### src/irq_slice_pkg.sv
// Package: register map, field layout and reset values of the interrupt slice
package irq_slice_pkg;
  // ----------------------------------------------------------------------
  // Register offsets (word addresses on the plain register port)
  // ----------------------------------------------------------------------
  localparam logic [3:0] ADDR_WAKE_IRQ_ENABLE   = 4'h0;
  localparam logic [3:0] ADDR_IRQ_PRIORITY_BANK = 4'h1;
  localparam logic [3:0] ADDR_IRQ_STATUS        = 4'h2;
  localparam logic [3:0] ADDR_IRQ_MASK          = 4'h3;
  localparam int         ADDR_W                 = 4;
  localparam int         DATA_W                 = 16;

  // ----------------------------------------------------------------------
  // Field layout
  // ----------------------------------------------------------------------
  localparam int         WAKE_EN_BIT     = 0;
  localparam int         LEVEL_W         = 3;
  localparam int         NUM_LEVELS      = 4;
  localparam int         FIELD_STRIDE    = 4;
  localparam int         EXT_ZERO_LSB    = 0;
  localparam int         CAPTURE_ONE_LSB = 4;
  localparam int         COMPARE_ONE_LSB = 8;
  localparam int         TIMER_ONE_LSB   = 12;

  // ----------------------------------------------------------------------
  // Reset values
  // ----------------------------------------------------------------------
  localparam logic [2:0] LEVEL_RESET     = 3'h4;
  localparam logic       WAKE_EN_RESET   = 1'h0;
  localparam logic [4:0] STATUS_RESET    = 5'h00;
  localparam logic [4:0] MASK_RESET      = 5'h00;
  localparam int         EVENT_W         = 5;
  localparam int         EV_WAKE         = 4;
endpackage

### src/irq_enable_priority_slice.sv
// Top: wake-up enable, four priority levels, event status and interrupt
//
// Functional notes
// - Bit 0 of the wake enable register is the read/write low-power wake-up enable.
// - With the enable at one a pending wake-up request passes on to the processor.
// - With the enable at zero the wake-up request is blocked.
// - Enable register bits 15..1 read zero and ignore writes.
// - Priority register holds 3-bit levels at 14-12, 10-8, 6-4, 2-0; 7 highest, 0 off.
`timescale 1ns/1ns
module irq_enable_priority_slice
  import irq_slice_pkg::*;
(
  // Clock and reset
  input  wire logic                         clk,
  input  wire logic                         rst,
  // Register port
  input  wire logic [irq_slice_pkg::ADDR_W-1:0] addr,
  input  wire logic [irq_slice_pkg::DATA_W-1:0] wrData,
  input  wire logic                         wrStrobe,
  input  wire logic                         rdStrobe,
  output logic      [irq_slice_pkg::DATA_W-1:0] rdData,
  // Wake-up request from the low-power wake-up source
  input  wire logic                         wakeReq,
  // Towards arbitration
  output logic                              wakeReqGated,
  output logic      [2:0]                   timer_one_level,
  output logic      [2:0]                   compare_one_level,
  output logic      [2:0]                   capture_one_level,
  output logic      [2:0]                   ext_irq_zero_level,
  // Interrupt
  output logic                              irq
);
  import irq_slice_pkg::*;

  // ----------------------------------------------------------------------
  // Register storage
  // ----------------------------------------------------------------------
  // Stored bits, decode strobes, synchroniser stages and read mux
  logic                 lowpower_wake_irq_en;
  logic [EVENT_W-1:0]   irqStatus;
  logic [EVENT_W-1:0]   irqMask;
  logic [EVENT_W-1:0]   events;
  logic                 wakeSync1;
  logic                 wakeSync2;
  logic                 wrEnable;
  logic                 wrPriority;
  logic                 wrStatus;
  logic                 wrMask;
  logic [DATA_W-1:0]    priorityWord;
  logic [DATA_W-1:0]    next_rdData;
  logic [2:0]           prevTimer;
  logic [2:0]           prevCompare;
  logic [2:0]           prevCapture;
  logic [2:0]           prevExt;

  // Write decode; an unmapped address raises no enable, so such a write
  // is simply dropped and the stored registers never see it
  always_comb begin
    wrEnable   = 1'b0;
    wrPriority = 1'b0;
    wrStatus   = 1'b0;
    wrMask     = 1'b0;
    if (wrStrobe && addr == ADDR_WAKE_IRQ_ENABLE) begin
      wrEnable = 1'b1;
    end else if (wrStrobe && addr == ADDR_IRQ_PRIORITY_BANK) begin
      wrPriority = 1'b1;
    end else if (wrStrobe && addr == ADDR_IRQ_STATUS) begin
      wrStatus = 1'b1;
    end else if (wrStrobe && addr == ADDR_IRQ_MASK) begin
      wrMask = 1'b1;
    end
  end

  // Only bit 0 is stored; upper bits of a write are dropped
  // Keeping the other fifteen bits out of storage means they can never
  // read back as anything but zero, whatever software writes there
  always_ff @(posedge clk) begin
    if (rst) begin
      lowpower_wake_irq_en <= WAKE_EN_RESET;
    end else if (wrEnable) begin
      lowpower_wake_irq_en <= wrData[WAKE_EN_BIT];
    end
  end

  // ----------------------------------------------------------------------
  // Priority fields
  // ----------------------------------------------------------------------
  // Four copies of one field; all share the word write strobe, and each
  // takes its own three bits, so the gap bits never reach storage
  level_field #(.LSB(TIMER_ONE_LSB), .RESET(LEVEL_RESET)) uTimer (
    .clk    (clk),
    .rst    (rst),
    .wrEn   (wrPriority),
    .wrData (wrData),
    .level  (timer_one_level)
  );
  level_field #(.LSB(COMPARE_ONE_LSB), .RESET(LEVEL_RESET)) uCompare (
    .clk    (clk),
    .rst    (rst),
    .wrEn   (wrPriority),
    .wrData (wrData),
    .level  (compare_one_level)
  );
  level_field #(.LSB(CAPTURE_ONE_LSB), .RESET(LEVEL_RESET)) uCapture (
    .clk    (clk),
    .rst    (rst),
    .wrEn   (wrPriority),
    .wrData (wrData),
    .level  (capture_one_level)
  );
  level_field #(.LSB(EXT_ZERO_LSB), .RESET(LEVEL_RESET)) uExt (
    .clk    (clk),
    .rst    (rst),
    .wrEn   (wrPriority),
    .wrData (wrData),
    .level  (ext_irq_zero_level)
  );

  // Gaps at 15, 11, 7, 3 are tied low
  assign priorityWord = {1'b0, timer_one_level, 1'b0, compare_one_level,
                         1'b0, capture_one_level, 1'b0, ext_irq_zero_level};

  // ----------------------------------------------------------------------
  // Wake-up path
  // ----------------------------------------------------------------------
  // Request comes from an asynchronous analog source, so synchronise it
  // Only the second stage feeds logic; the first may go metastable
  // Cost: two cycles of latency before the gate sees a new request
  always_ff @(posedge clk) begin
    if (rst) begin
      wakeSync1 <= 1'b0;
      wakeSync2 <= 1'b0;
    end else begin
      wakeSync1 <= wakeReq;
      wakeSync2 <= wakeSync1;
    end
  end

  // Enable gates the request toward the core
  assign wakeReqGated = wakeSync2 & lowpower_wake_irq_en;

  // ----------------------------------------------------------------------
  // Event status and interrupt
  // ----------------------------------------------------------------------
  // Previous levels, to flag a priority field that changed to zero
  // Reset loads them with the reset level so no false event follows reset
  always_ff @(posedge clk) begin
    if (rst) begin
      prevTimer   <= LEVEL_RESET;
      prevCompare <= LEVEL_RESET;
      prevCapture <= LEVEL_RESET;
      prevExt     <= LEVEL_RESET;
    end else begin
      prevTimer   <= timer_one_level;
      prevCompare <= compare_one_level;
      prevCapture <= capture_one_level;
      prevExt     <= ext_irq_zero_level;
    end
  end

  // Events: gated wake request, and each source newly disabled (level 0)
  assign events = {wakeReqGated,
                   (timer_one_level == 3'h0) && (prevTimer != 3'h0),
                   (compare_one_level == 3'h0) && (prevCompare != 3'h0),
                   (capture_one_level == 3'h0) && (prevCapture != 3'h0),
                   (ext_irq_zero_level == 3'h0) && (prevExt != 3'h0)};

  // Sticky status, write one to clear; a new event wins over the clear
  // A clear that meets a fresh event in one cycle leaves the bit set,
  // so software never loses an event it has not yet seen
  always_ff @(posedge clk) begin
    if (rst) begin
      irqStatus <= STATUS_RESET;
    end else if (wrStatus) begin
      irqStatus <= (irqStatus & ~wrData[EVENT_W-1:0]) | events;
    end else begin
      irqStatus <= irqStatus | events;
    end
  end

  // Mask register, one bit per status bit
  always_ff @(posedge clk) begin
    if (rst) begin
      irqMask <= MASK_RESET;
    end else if (wrMask) begin
      irqMask <= wrData[EVENT_W-1:0];
    end
  end

  // Level output while any unmasked status bit is set
  // Stays high until software clears the status bit or masks it
  assign irq = |(irqStatus & irqMask);

  // ----------------------------------------------------------------------
  // Read path
  // ----------------------------------------------------------------------
  // Unmapped addresses read zero
  // Decode is a priority chain; the four offsets never overlap, so the
  // order only matters for readability
  always_comb begin
    next_rdData = 16'h0000;
    if (addr == ADDR_WAKE_IRQ_ENABLE) begin
      next_rdData = {15'h0000, lowpower_wake_irq_en};
    end else if (addr == ADDR_IRQ_PRIORITY_BANK) begin
      next_rdData = priorityWord;
    end else if (addr == ADDR_IRQ_STATUS) begin
      next_rdData = {11'h000, irqStatus};
    end else if (addr == ADDR_IRQ_MASK) begin
      next_rdData = {11'h000, irqMask};
    end
  end

  // Data stands only in the cycle after the read strobe
  // Limitation: a master that misses that cycle reads zero, not stale data
  always_ff @(posedge clk) begin
    if (rst) begin
      rdData <= 16'h0000;
    end else if (rdStrobe) begin
      rdData <= next_rdData;
    end else begin
      rdData <= 16'h0000;
    end
  end
endmodule // irq_enable_priority_slice

### src/level_field.sv
// One 3-bit priority level field with reset and word-write update
`timescale 1ns/1ns
module level_field #(
  parameter int                 LSB   = 0,
  parameter logic [2:0]         RESET = 3'h4
) (
  // Clock and reset
  input  wire logic             clk,
  input  wire logic             rst,
  // Write side
  input  wire logic             wrEn,
  input  wire logic [15:0]      wrData,
  // Stored level
  output logic      [2:0]       level
);
  // Level storage; a write replaces the whole field
  always_ff @(posedge clk) begin
    if (rst) begin
      level <= RESET;
    end else if (wrEn) begin
      level <= wrData[LSB +: 3];
    end
  end
endmodule // level_field

### config.mk
export PLATFORM = sky130hd
export DESIGN_NAME = irq_enable_priority_slice
export DESIGN_NICKNAME = d
export VERILOG_FILES = /design/src/irq_slice_pkg.sv /design/src/irq_enable_priority_slice.sv /design/src/level_field.sv
export SDC_FILE = /design/constraint.sdc
export NUM_CORES = 1
export LEC_CHECK = 0
export BUFFER_PORTS_ARGS = -buffer_cell sky130_fd_sc_hd__buf_2
export CORE_ASPECT_RATIO = 1.75
export CORE_MARGIN = 5
export CORE_UTILIZATION = 45
export CTS_BUF_LIST = sky130_fd_sc_hd__clkbuf_8
export DETAILED_ROUTE_END_ITERATION = 7
export PLACE_DENSITY = 0.7
export SLEW_MARGIN = 20
export SYNTH_ARGS = -nofsm -noshare
export SYNTH_HDL_FRONTEND = slang
export SYNTH_SLANG_ARGS = --single-unit
### constraint.sdc
create_clock -name clk -period 1.4 [get_ports clk]
set_input_delay 0.28 -clock clk [delete_from_list [all_inputs] [get_ports clk]]
set_output_delay 0.28 -clock clk [all_outputs]
set_load 0.05 [all_outputs]
==> results of run 1 <==
per-layer routing:
layer | track usage | share of wire
met1 | 0.1654 | 0.40
met2 | 0.2804 | 0.54
met3 | 0.02439 | 0.053
met4 | 0.05104 | 0.013
met5 | 0 | 0
cells in the mapped netlist, drive strengths merged (5+ instances only):
cell type and count:
a21oi 8, buf 8, mux2 8, clkbuf 5, nor2 8, nor2b 15
inv 5, dfxtp 50, and2 10, nand2b 17, mux2i 10
registers in the layout (all words and copies together) (netlist names), 3 cells and up:
name / count
uCompare.level: 3
prevTimer: 3
prevCapture: 3
uCapture.level: 3
rdData: 13
uTimer.level: 3
prevExt: 3
prevCompare: 3
irqMask: 5
uExt.level: 3
irqStatus: 5
final timing paths:
check,from,to,slack (ns)
setup reg to reg,uTimer.level[2]$_SDFFE_PP1P_,irqStatus[3]$_SDFF_PP0_,0.17
setup / recovery,irqMask[4]$_SDFFE_PP0P_,irq,-0.1
hold / removal,wakeReq,wakeSync1$_SDFF_PP0_,0.21
hold reg to reg,wakeSync1$_SDFF_PP0_,wakeSync2$_SDFF_PP0_,0.45
cell families (layout without fill, tap and decap cells):
| logic type | count (synthesis) | after routing | share of synthesized area |
|---|---|---|---|
| compound gates | 20 | 20 | 0.07248 |
| other cells | 1 | 3 | 0.001993 |
| buf+inv | 18 | 80 | 0.04521 |
| mux | 19 | 19 | 0.1130 |
| flops | 50 | 50 | 0.5319 |
| simple gates | 70 | 70 | 0.2354 |
metrics by stage:
stage / total power [mW] / setup TNS, ns / instances / cell area, sq um / setup WS, ns
final: 2.481 / -0.09674 / 291 / 2376 / -0.09674
after global routing: 2.569 / -0.1924 / 291 / 2376 / -0.1924
after CTS: 2.517 / -0.1106 / 291 / 2372 / -0.1106
after detailed placement: 1.674 / -1.634 / 283 / 2267 / -0.1958
after global placement: 1.673 / -1.492 / 283 / 2267 / -0.1656
after floorplan: 1.599 / 0 / 180 / 1901 / 0.007500
cell type report:
class | count | area [sq um]
tap | 49 | 61.31
clock inverter | 2 | 12.51
fill | 391 | 1735
inverter | 5 | 18.77
sequential | 50 | 1002
multi-input combinational | 112 | 803.3
clock buffer | 6 | 82.58
timing repair buffer | 67 | 395.4
where the power goes:
part	total (mW)	leakage [nW]	internal, mW	switching (mW)
logic	0.195	0.653	0.0835	0.111
registers	1.44	0.405	1.44	0.00847
clock network	0.842	0.0472	0.397	0.444
timing repair:
action / in CTS / in global routing
setup buffers: 0 / 0
pin swaps: 2 / 0
hold buffers: 0 / 0
resized for setup: 4 / 1
endpoints found under the setup margin: 2 / 2
==> flow_summary.ini, run 1 <==
[logic_synthesis]
synthArstFlopShare = 0
syn_inst = 178
synth-seq-cells = 50
synthesis.yosys.warnings = 0
avgSynthCellArea_sq_um = 10.57
ys.flop_type = dfxtp_1
synth_top_cell_by_area = dfxtp_1
synth.area.top_cells = dfxtp_1, nand2b_1, mux2i_1
ys_types = 31
synth-edff-count = 0
synthesis.area_sq_mm = 0.001882
seq_area_frac_synth = 0.5319
synth_top_area_frac = 0.5319

[global_route]
gr-total-overflow = 0
grt_usage = 0.1500
grt_pass1_wl_um = 6430
antenna_found_initial = 0
grt_max_degree = 20
grt_pass1_vias = 1398

[floorplanning]
die_area_sq_mm = 0.005626
core_area_sq_mm = 0.004111
pin_count = 55
start_util = 0.4577
die_y_um = 95.55
rows = 31
die_x_um = 58.89

[cts]
path_clk_slew_ns = 0.08
cts_buffer_depth = 2
cts-htree-levels = 2
clock_sinks = 50
numCtsBuffers = 5
clock_latency_ns = 0.29
cts_root_buf = clkbuf_8
cts_tree = yes

[timing]
clock_skew_ns = 0.006473
hold_slack_ns = 0.2097
setup_ws_ns = -0.09674
slew_viol_final = 0
finalCriticalPeriod_ns = 1.497
max_freq_mhz = 668.1
setup_viol = 1
timing.final.crit_share = 1.069
rsz0062_at_grt = yes
hold_viol = 0

[run]
cap_viol_max_count = 0

[setup_path]
crit_type = flip-flop to output port
worstPathBufferInverterCount = 1
end_kind = output port
arrival_ns = 1.22
crit_chain = a222oi_1 -> nand2_1 -> buf_6
cp.depth = 3
worstSetupStartpointType = flip-flop
r2r_cells = 3
worstPathRequired_ns = 1.12
cp_slowest_cell = dfxtp_2
path_max_fanout = 3
crit_family = flip-flops
cpPeakStageDelay_ns = 0.33

[status]
status = complete, but fails checks
violations = negative setup slack

[final_layout]
layout_common_cells = dfxtp_1, buf_2, buf_4, nand2b_1, nor2b_1
postLayoutCoreUtil = 0.5779
drive_above_1_share = 0.3430
final_common_cell = dfxtp_1
area_delta_synth_final_pct = 26.26
diodes = 0
nets = 266

[place]
place_hpwl_um = 3189
port_buffers = 48
gp_congestion = 0.7626

[power]
p_leak_nw = 1.104
power.density_mw_per_mm2 = 1044
ir_worst_vdd_mv = 0.6667

[route]
via_per_inst = 4.921
firstDrtPassIters = 4
drc = 0
drt-wirelength-per-cell_um = 13.96
first_iter_violations = 25
vias = 1432
postRouteAntennaNets = 0
drt_wl_total_um = 4063

[worst_hold_path]
hold_class = input port to flip-flop
whs_path_depth = 2
Power figures use the tool's default switching activity.
==> run 2: changes to the inputs <==
--- a/config.mk
+++ b/config.mk
@@ -6,7 +6,6 @@
 export NUM_CORES = 1
 export LEC_CHECK = 0
 export BUFFER_PORTS_ARGS = -buffer_cell sky130_fd_sc_hd__buf_2
-export CORE_ASPECT_RATIO = 1.75
 export CORE_MARGIN = 5
 export CORE_UTILIZATION = 45
 export CTS_BUF_LIST = sky130_fd_sc_hd__clkbuf_8
==> flow_summary.ini, run 2 (synthesized netlist as in run 1, its figures left out) <==
[setup_path]
end_kind = output port
crit_type = flip-flop to output port
arrival_ns = 1.22
worstSetupStartpointType = flip-flop
worstPathBufferInverterCount = 1
crit_family = flip-flops
cp_slowest_cell = dfxtp_2
cpPeakStageDelay_ns = 0.33
worstPathRequired_ns = 1.12
path_max_fanout = 2
crit_chain = a222oi_1 -> nand2_1 -> buf_6

[cts]
cts-htree-levels = 2
cts_root_buf = clkbuf_8
cts_tree = yes
clock_latency_ns = 0.29
holdBufCountCts = 0
clock_sinks = 50
numCtsBuffers = 5
cts_buffer_depth = 2
path_clk_slew_ns = 0.08

[global_route]
grt_pass1_vias = 1418
grt_max_degree = 31
gr-total-overflow = 0
grt_usage = 0.1568
antenna_found_initial = 0
grt_pass1_wl_um = 6582

[place]
port_buffers = 48
dp_slack_ns = -0.1612
post_dp_cell_area_sq_mm = 0.002266
gp_congestion = 0.7720
place_hpwl_um = 2993

[worst_hold_path]
hold_class = input port to flip-flop

[route]
first_iter_violations = 55
via_per_inst = 4.900
firstDrtPassIters = 4
drt_wl_total_um = 4003
drc = 0
vias = 1426
drt-wirelength-per-cell_um = 13.76
postRouteAntennaNets = 0

[timing]
hold_viol = 0
max_freq_mhz = 665.4
clock_skew_ns = 0.004353
fin_setup_tns_ns = -0.1030
setup_ws_ns = -0.1030
setup_viol = 1
slew_viol_final = 0
timing.final.crit_share = 1.074
finalCriticalPeriod_ns = 1.503
rsz0062_at_grt = yes

[final_layout]
multi_input_area_sq_um = 803.3
layout_common_cells = dfxtp_1, buf_2, nand2b_1, buf_4, nor2b_1
postLayoutCoreUtil = 0.5907
final_common_cell = dfxtp_1
top_regs = rdData (13), irqMask (5), irqStatus (5)
top_register = rdData
final-seq-area_sq_mm = 0.001003
nets = 265
final_area_sq_mm = 0.002380
area_delta_synth_final_pct = 26.46
n_fill_cell = 343
largest_register_ffs = 13
drive_above_1_share = 0.3402
diodes = 0

[floorplanning]
die_x_um = 74.67
start_util = 0.4671
die_area_sq_mm = 0.005575
pin_count = 55
rows = 23
core_area_sq_mm = 0.004029
die_y_um = 74.67

[power]
finalPower_mw = 2.465
power.density_mw_per_mm2 = 1036
ir_worst_vdd_mv = 0.5436
p_leak_nw = 1.108

[run]
cap_viol_max_count = 0

[status]
status = complete, but fails checks
violations = negative setup slack
[run 2: changes by cell type in the layout (fill, tap and decap cells not counted)]
cell	before	now
dfxtp_1	49	48
buf_4	19	17
inv_1	5	6
dfxtp_2	1	2
clkinvlp_4	1	0
buf_12	0	1
[run 2: power by group]
group	internal (mW)	switching, mW	leakage, nW	total [mW]
registers	1.44	0.00827	0.405	1.44
logic	0.0830	0.111	0.650	0.194
clock network	0.392	0.435	0.0524	0.827
total	1.91	0.555	1.11	2.47
[run 2: final cells by class]
class	count	share of cell area
clock inverters	2	0.003680
well taps	50	0.02629
flip-flops and latches	50	0.4217
multi-input cells	112	0.3375
inverters	5	0.007886
clock buffers	6	0.03470
repair buffers	66	0.1682
[run 2: repair_timing]
item / in CTS / in global routing
hold endpoints to repair: 0 / 0
setup endpoints to repair: 2 / 2
setup buffers: 1 / 0
resized for setup: 4 / 2
cloned: 0 / 0
pin swaps: 2 / 0
[run 2: routing by layer]
layer	up-vias	routed length (um)	track usage
met5	-	0	0
met4	0	37	0.04150
met3	4	252	0.04539
met2	45	1881	0.2527
met1	658	1831	0.2074
li1	719	-	-
[run 2: worst paths after layout]
path	start	end	slack, ns	depth (start not counted)
hold / removal	wakeReq	wakeSync1$_SDFF_PP0_	0.19	2
hold reg to reg	wakeSync1$_SDFF_PP0_	wakeSync2$_SDFF_PP0_	0.44	1
setup reg to reg	uTimer.level[2]$_SDFFE_PP1P_	irqStatus[3]$_SDFF_PP0_	0.17	3
setup / recovery	irqMask[4]$_SDFFE_PP0P_	irq	-0.10	3
[run 2: worst register-to-register path: cells and delay by family (launching register included)]
family             cells  cell delay [ns]
AOI/OAI and AO/OA      1             0.09
DFF                    1             0.32
and+or+nand+nor        2             0.75
[run 2: metrics by stage]
step           std cells  hold slack, ns
2_1_floorplan        180          0.4082
3_3_place_gp         282          0.4187
3_5_place_dp         282          0.4319
4_1_cts              291          0.1868
5_1_grt              291          0.2100
6_report             291          0.1913
==> run 3: changes to the inputs <==
--- a/config.mk
+++ b/config.mk
@@ -11,6 +11,7 @@
 export CTS_BUF_LIST = sky130_fd_sc_hd__clkbuf_8
 export DETAILED_ROUTE_END_ITERATION = 7
 export PLACE_DENSITY = 0.7
+export SKIP_LAST_GASP = 1
 export SLEW_MARGIN = 20
 export SYNTH_ARGS = -nofsm -noshare
 export SYNTH_HDL_FRONTEND = slang
==> flow_summary.ini, run 3 (synthesized netlist as in run 1, its figures left out) <==
[status]
status = complete, but fails checks
violations = negative setup slack

[cts]
cts_tree = yes
clock_latency_ns = 0.29
clock_sinks = 50
numCtsBuffers = 5
holdBufCountCts = 0
cts_buffer_depth = 2
cts_root_buf = clkbuf_8
cts-htree-levels = 2
path_clk_slew_ns = 0.08

[global_route]
antenna_found_initial = 0
gr-usage-met3 = 0.04539
met1_usage = 0.2074
grt.busiest_layer = met2
gr-total-overflow = 0
grt_util_met2 = 0.2527
grt_pass1_vias = 1418
grt_max_degree = 31
grt_usage = 0.1568
grt_pass1_wl_um = 6582

[power]
ir_worst_vdd_mv = 0.5436
power.density_mw_per_mm2 = 1037
p_leak_nw = 1.107

[floorplanning]
rows = 23
die_y_um = 74.67
start_util = 0.4671
core_area_sq_mm = 0.004029
pin_count = 55
die_area_sq_mm = 0.005575
die_x_um = 74.67

[worst_hold_path]
min_from = wakeReq
hold_end = wakeSync1$_SDFF_PP0_
whs_path_depth = 2
hold_class = input port to flip-flop

[final_layout]
top_regs = rdData (13), irqMask (5), irqStatus (5)
nets = 265
stdcell_count = 291
final_area_sq_mm = 0.002379
top_register = rdData
drive_above_1_share = 0.3361
postLayoutCoreUtil = 0.5904
layout_common_cells = dfxtp_1, buf_2, nand2b_1, buf_4, nor2b_1
diodes = 0
largest_register_ffs = 13
area_delta_synth_final_pct = 26.40
final_common_cell = dfxtp_1

[setup_path]
arrival_ns = 1.22
crit_type = flip-flop to output port
worstPathRequired_ns = 1.12
worstReg2RegEnd = irqStatus[3]$_SDFF_PP0_
crit_chain = a222oi_1 -> nand2_1 -> buf_6
worstSetupStartpointType = flip-flop
end_kind = output port
path_max_fanout = 2
cpPeakStageDelay_ns = 0.33
r2r_cells = 3
reg2reg_slack_ns = 0.17
cp_slowest_cell = dfxtp_2
r2r_start = uTimer.level[2]$_SDFFE_PP1P_

[timing]
slew_viol_final = 0
rsz0062_at_grt = yes
finalCriticalPeriod_ns = 1.503
timing.final.crit_share = 1.074
max_freq_mhz = 665.4
hold_viol = 0
fin_setup_tns_ns = -0.1030
setup_viol = 1
setup_ws_ns = -0.1030
clock_skew_ns = 0.004353

[route]
first_iter_violations = 55
drt-wirelength-per-cell_um = 13.76
firstDrtPassIters = 4
drt_wl_total_um = 4003
via_per_inst = 4.900
vias = 1426
drc = 0
postRouteAntennaNets = 0

[place]
place_hpwl_um = 2993
dp_slack_ns = -0.1612
post_dp_cell_area_sq_mm = 0.002266
port_buffers = 48
placedCellCount = 282
gp_congestion = 0.7720

[run]
cap_viol_max_count = 0
-- run 3: cell counts in the layout (fill, tap and decap cells not counted) --
Identical to the previous run, type by type.
-- run 3: repair_timing --
action | in CTS | in global routing
endpoints found under the hold margin | 0 | 0
setup buffers | 1 | 0
resized for setup | 4 | 1
endpoints found under the setup margin | 2 | 2
pin swaps | 2 | 0
-- run 3: final cells by class --
cell class	count	area, sq um
Multi-Input combinational cell	112	803.3
Clock inverter	2	8.758
Fill cell	343	1650
Timing Repair Buffer	66	400.4
Tap cell	50	62.56
Clock buffer	6	82.58
Sequential cell	50	1002
Inverter	5	18.77
-- run 3: how the worst max path moves through the flow --
stage | depth (start not counted) | startpoint | endpoint
3_3_place_gp | 5 | rst | rdData[10]$_SDFF_PP0_
5_1_grt | 3 | irqStatus[4]$_SDFF_PP0_ | irq
3_5_place_dp | 5 | rst | rdData[5]$_SDFF_PP0_
4_1_cts | 3 | irqMask[4]$_SDFFE_PP0P_ | irq
6_report | 3 | irqMask[4]$_SDFFE_PP0P_ | irq
2_1_floorplan | 6 | addr[0] | uCapture.level[1]$_SDFFE_PP0P_
-- run 3: through the flow --
step	hold slack, ns	power, mW
final	0.1913	2.465
after floorplan	0.4082	1.599
after detailed placement	0.4319	1.672
after global routing	0.2100	2.555
after global placement	0.4187	1.671
after CTS	0.1868	2.490
-- run 3: worst max-delay path: cells and delay by family, from the launching register on --
family                 cells  cell delay (ns)
AO/OA/AOI/OAI              1             0.32
buffers and inverters      1             0.17
flip-flops                 1             0.33
AND/OR/NAND/NOR            1             0.12
-- run 3: per-layer routing --
layer	vias to the layer above	routed length, um
met2	45	1881
met4	0	37
li1	719	-
met3	4	252
met1	658	1831
met5	-	0
-- run 3: power breakdown --
| part | switching (mW) | leakage, nW | internal, mW |
|---|---|---|---|
| clock | 0.435 | 0.0524 | 0.392 |
| sequential | 0.00827 | 0.405 | 1.44 |
| combinational | 0.111 | 0.650 | 0.0830 |
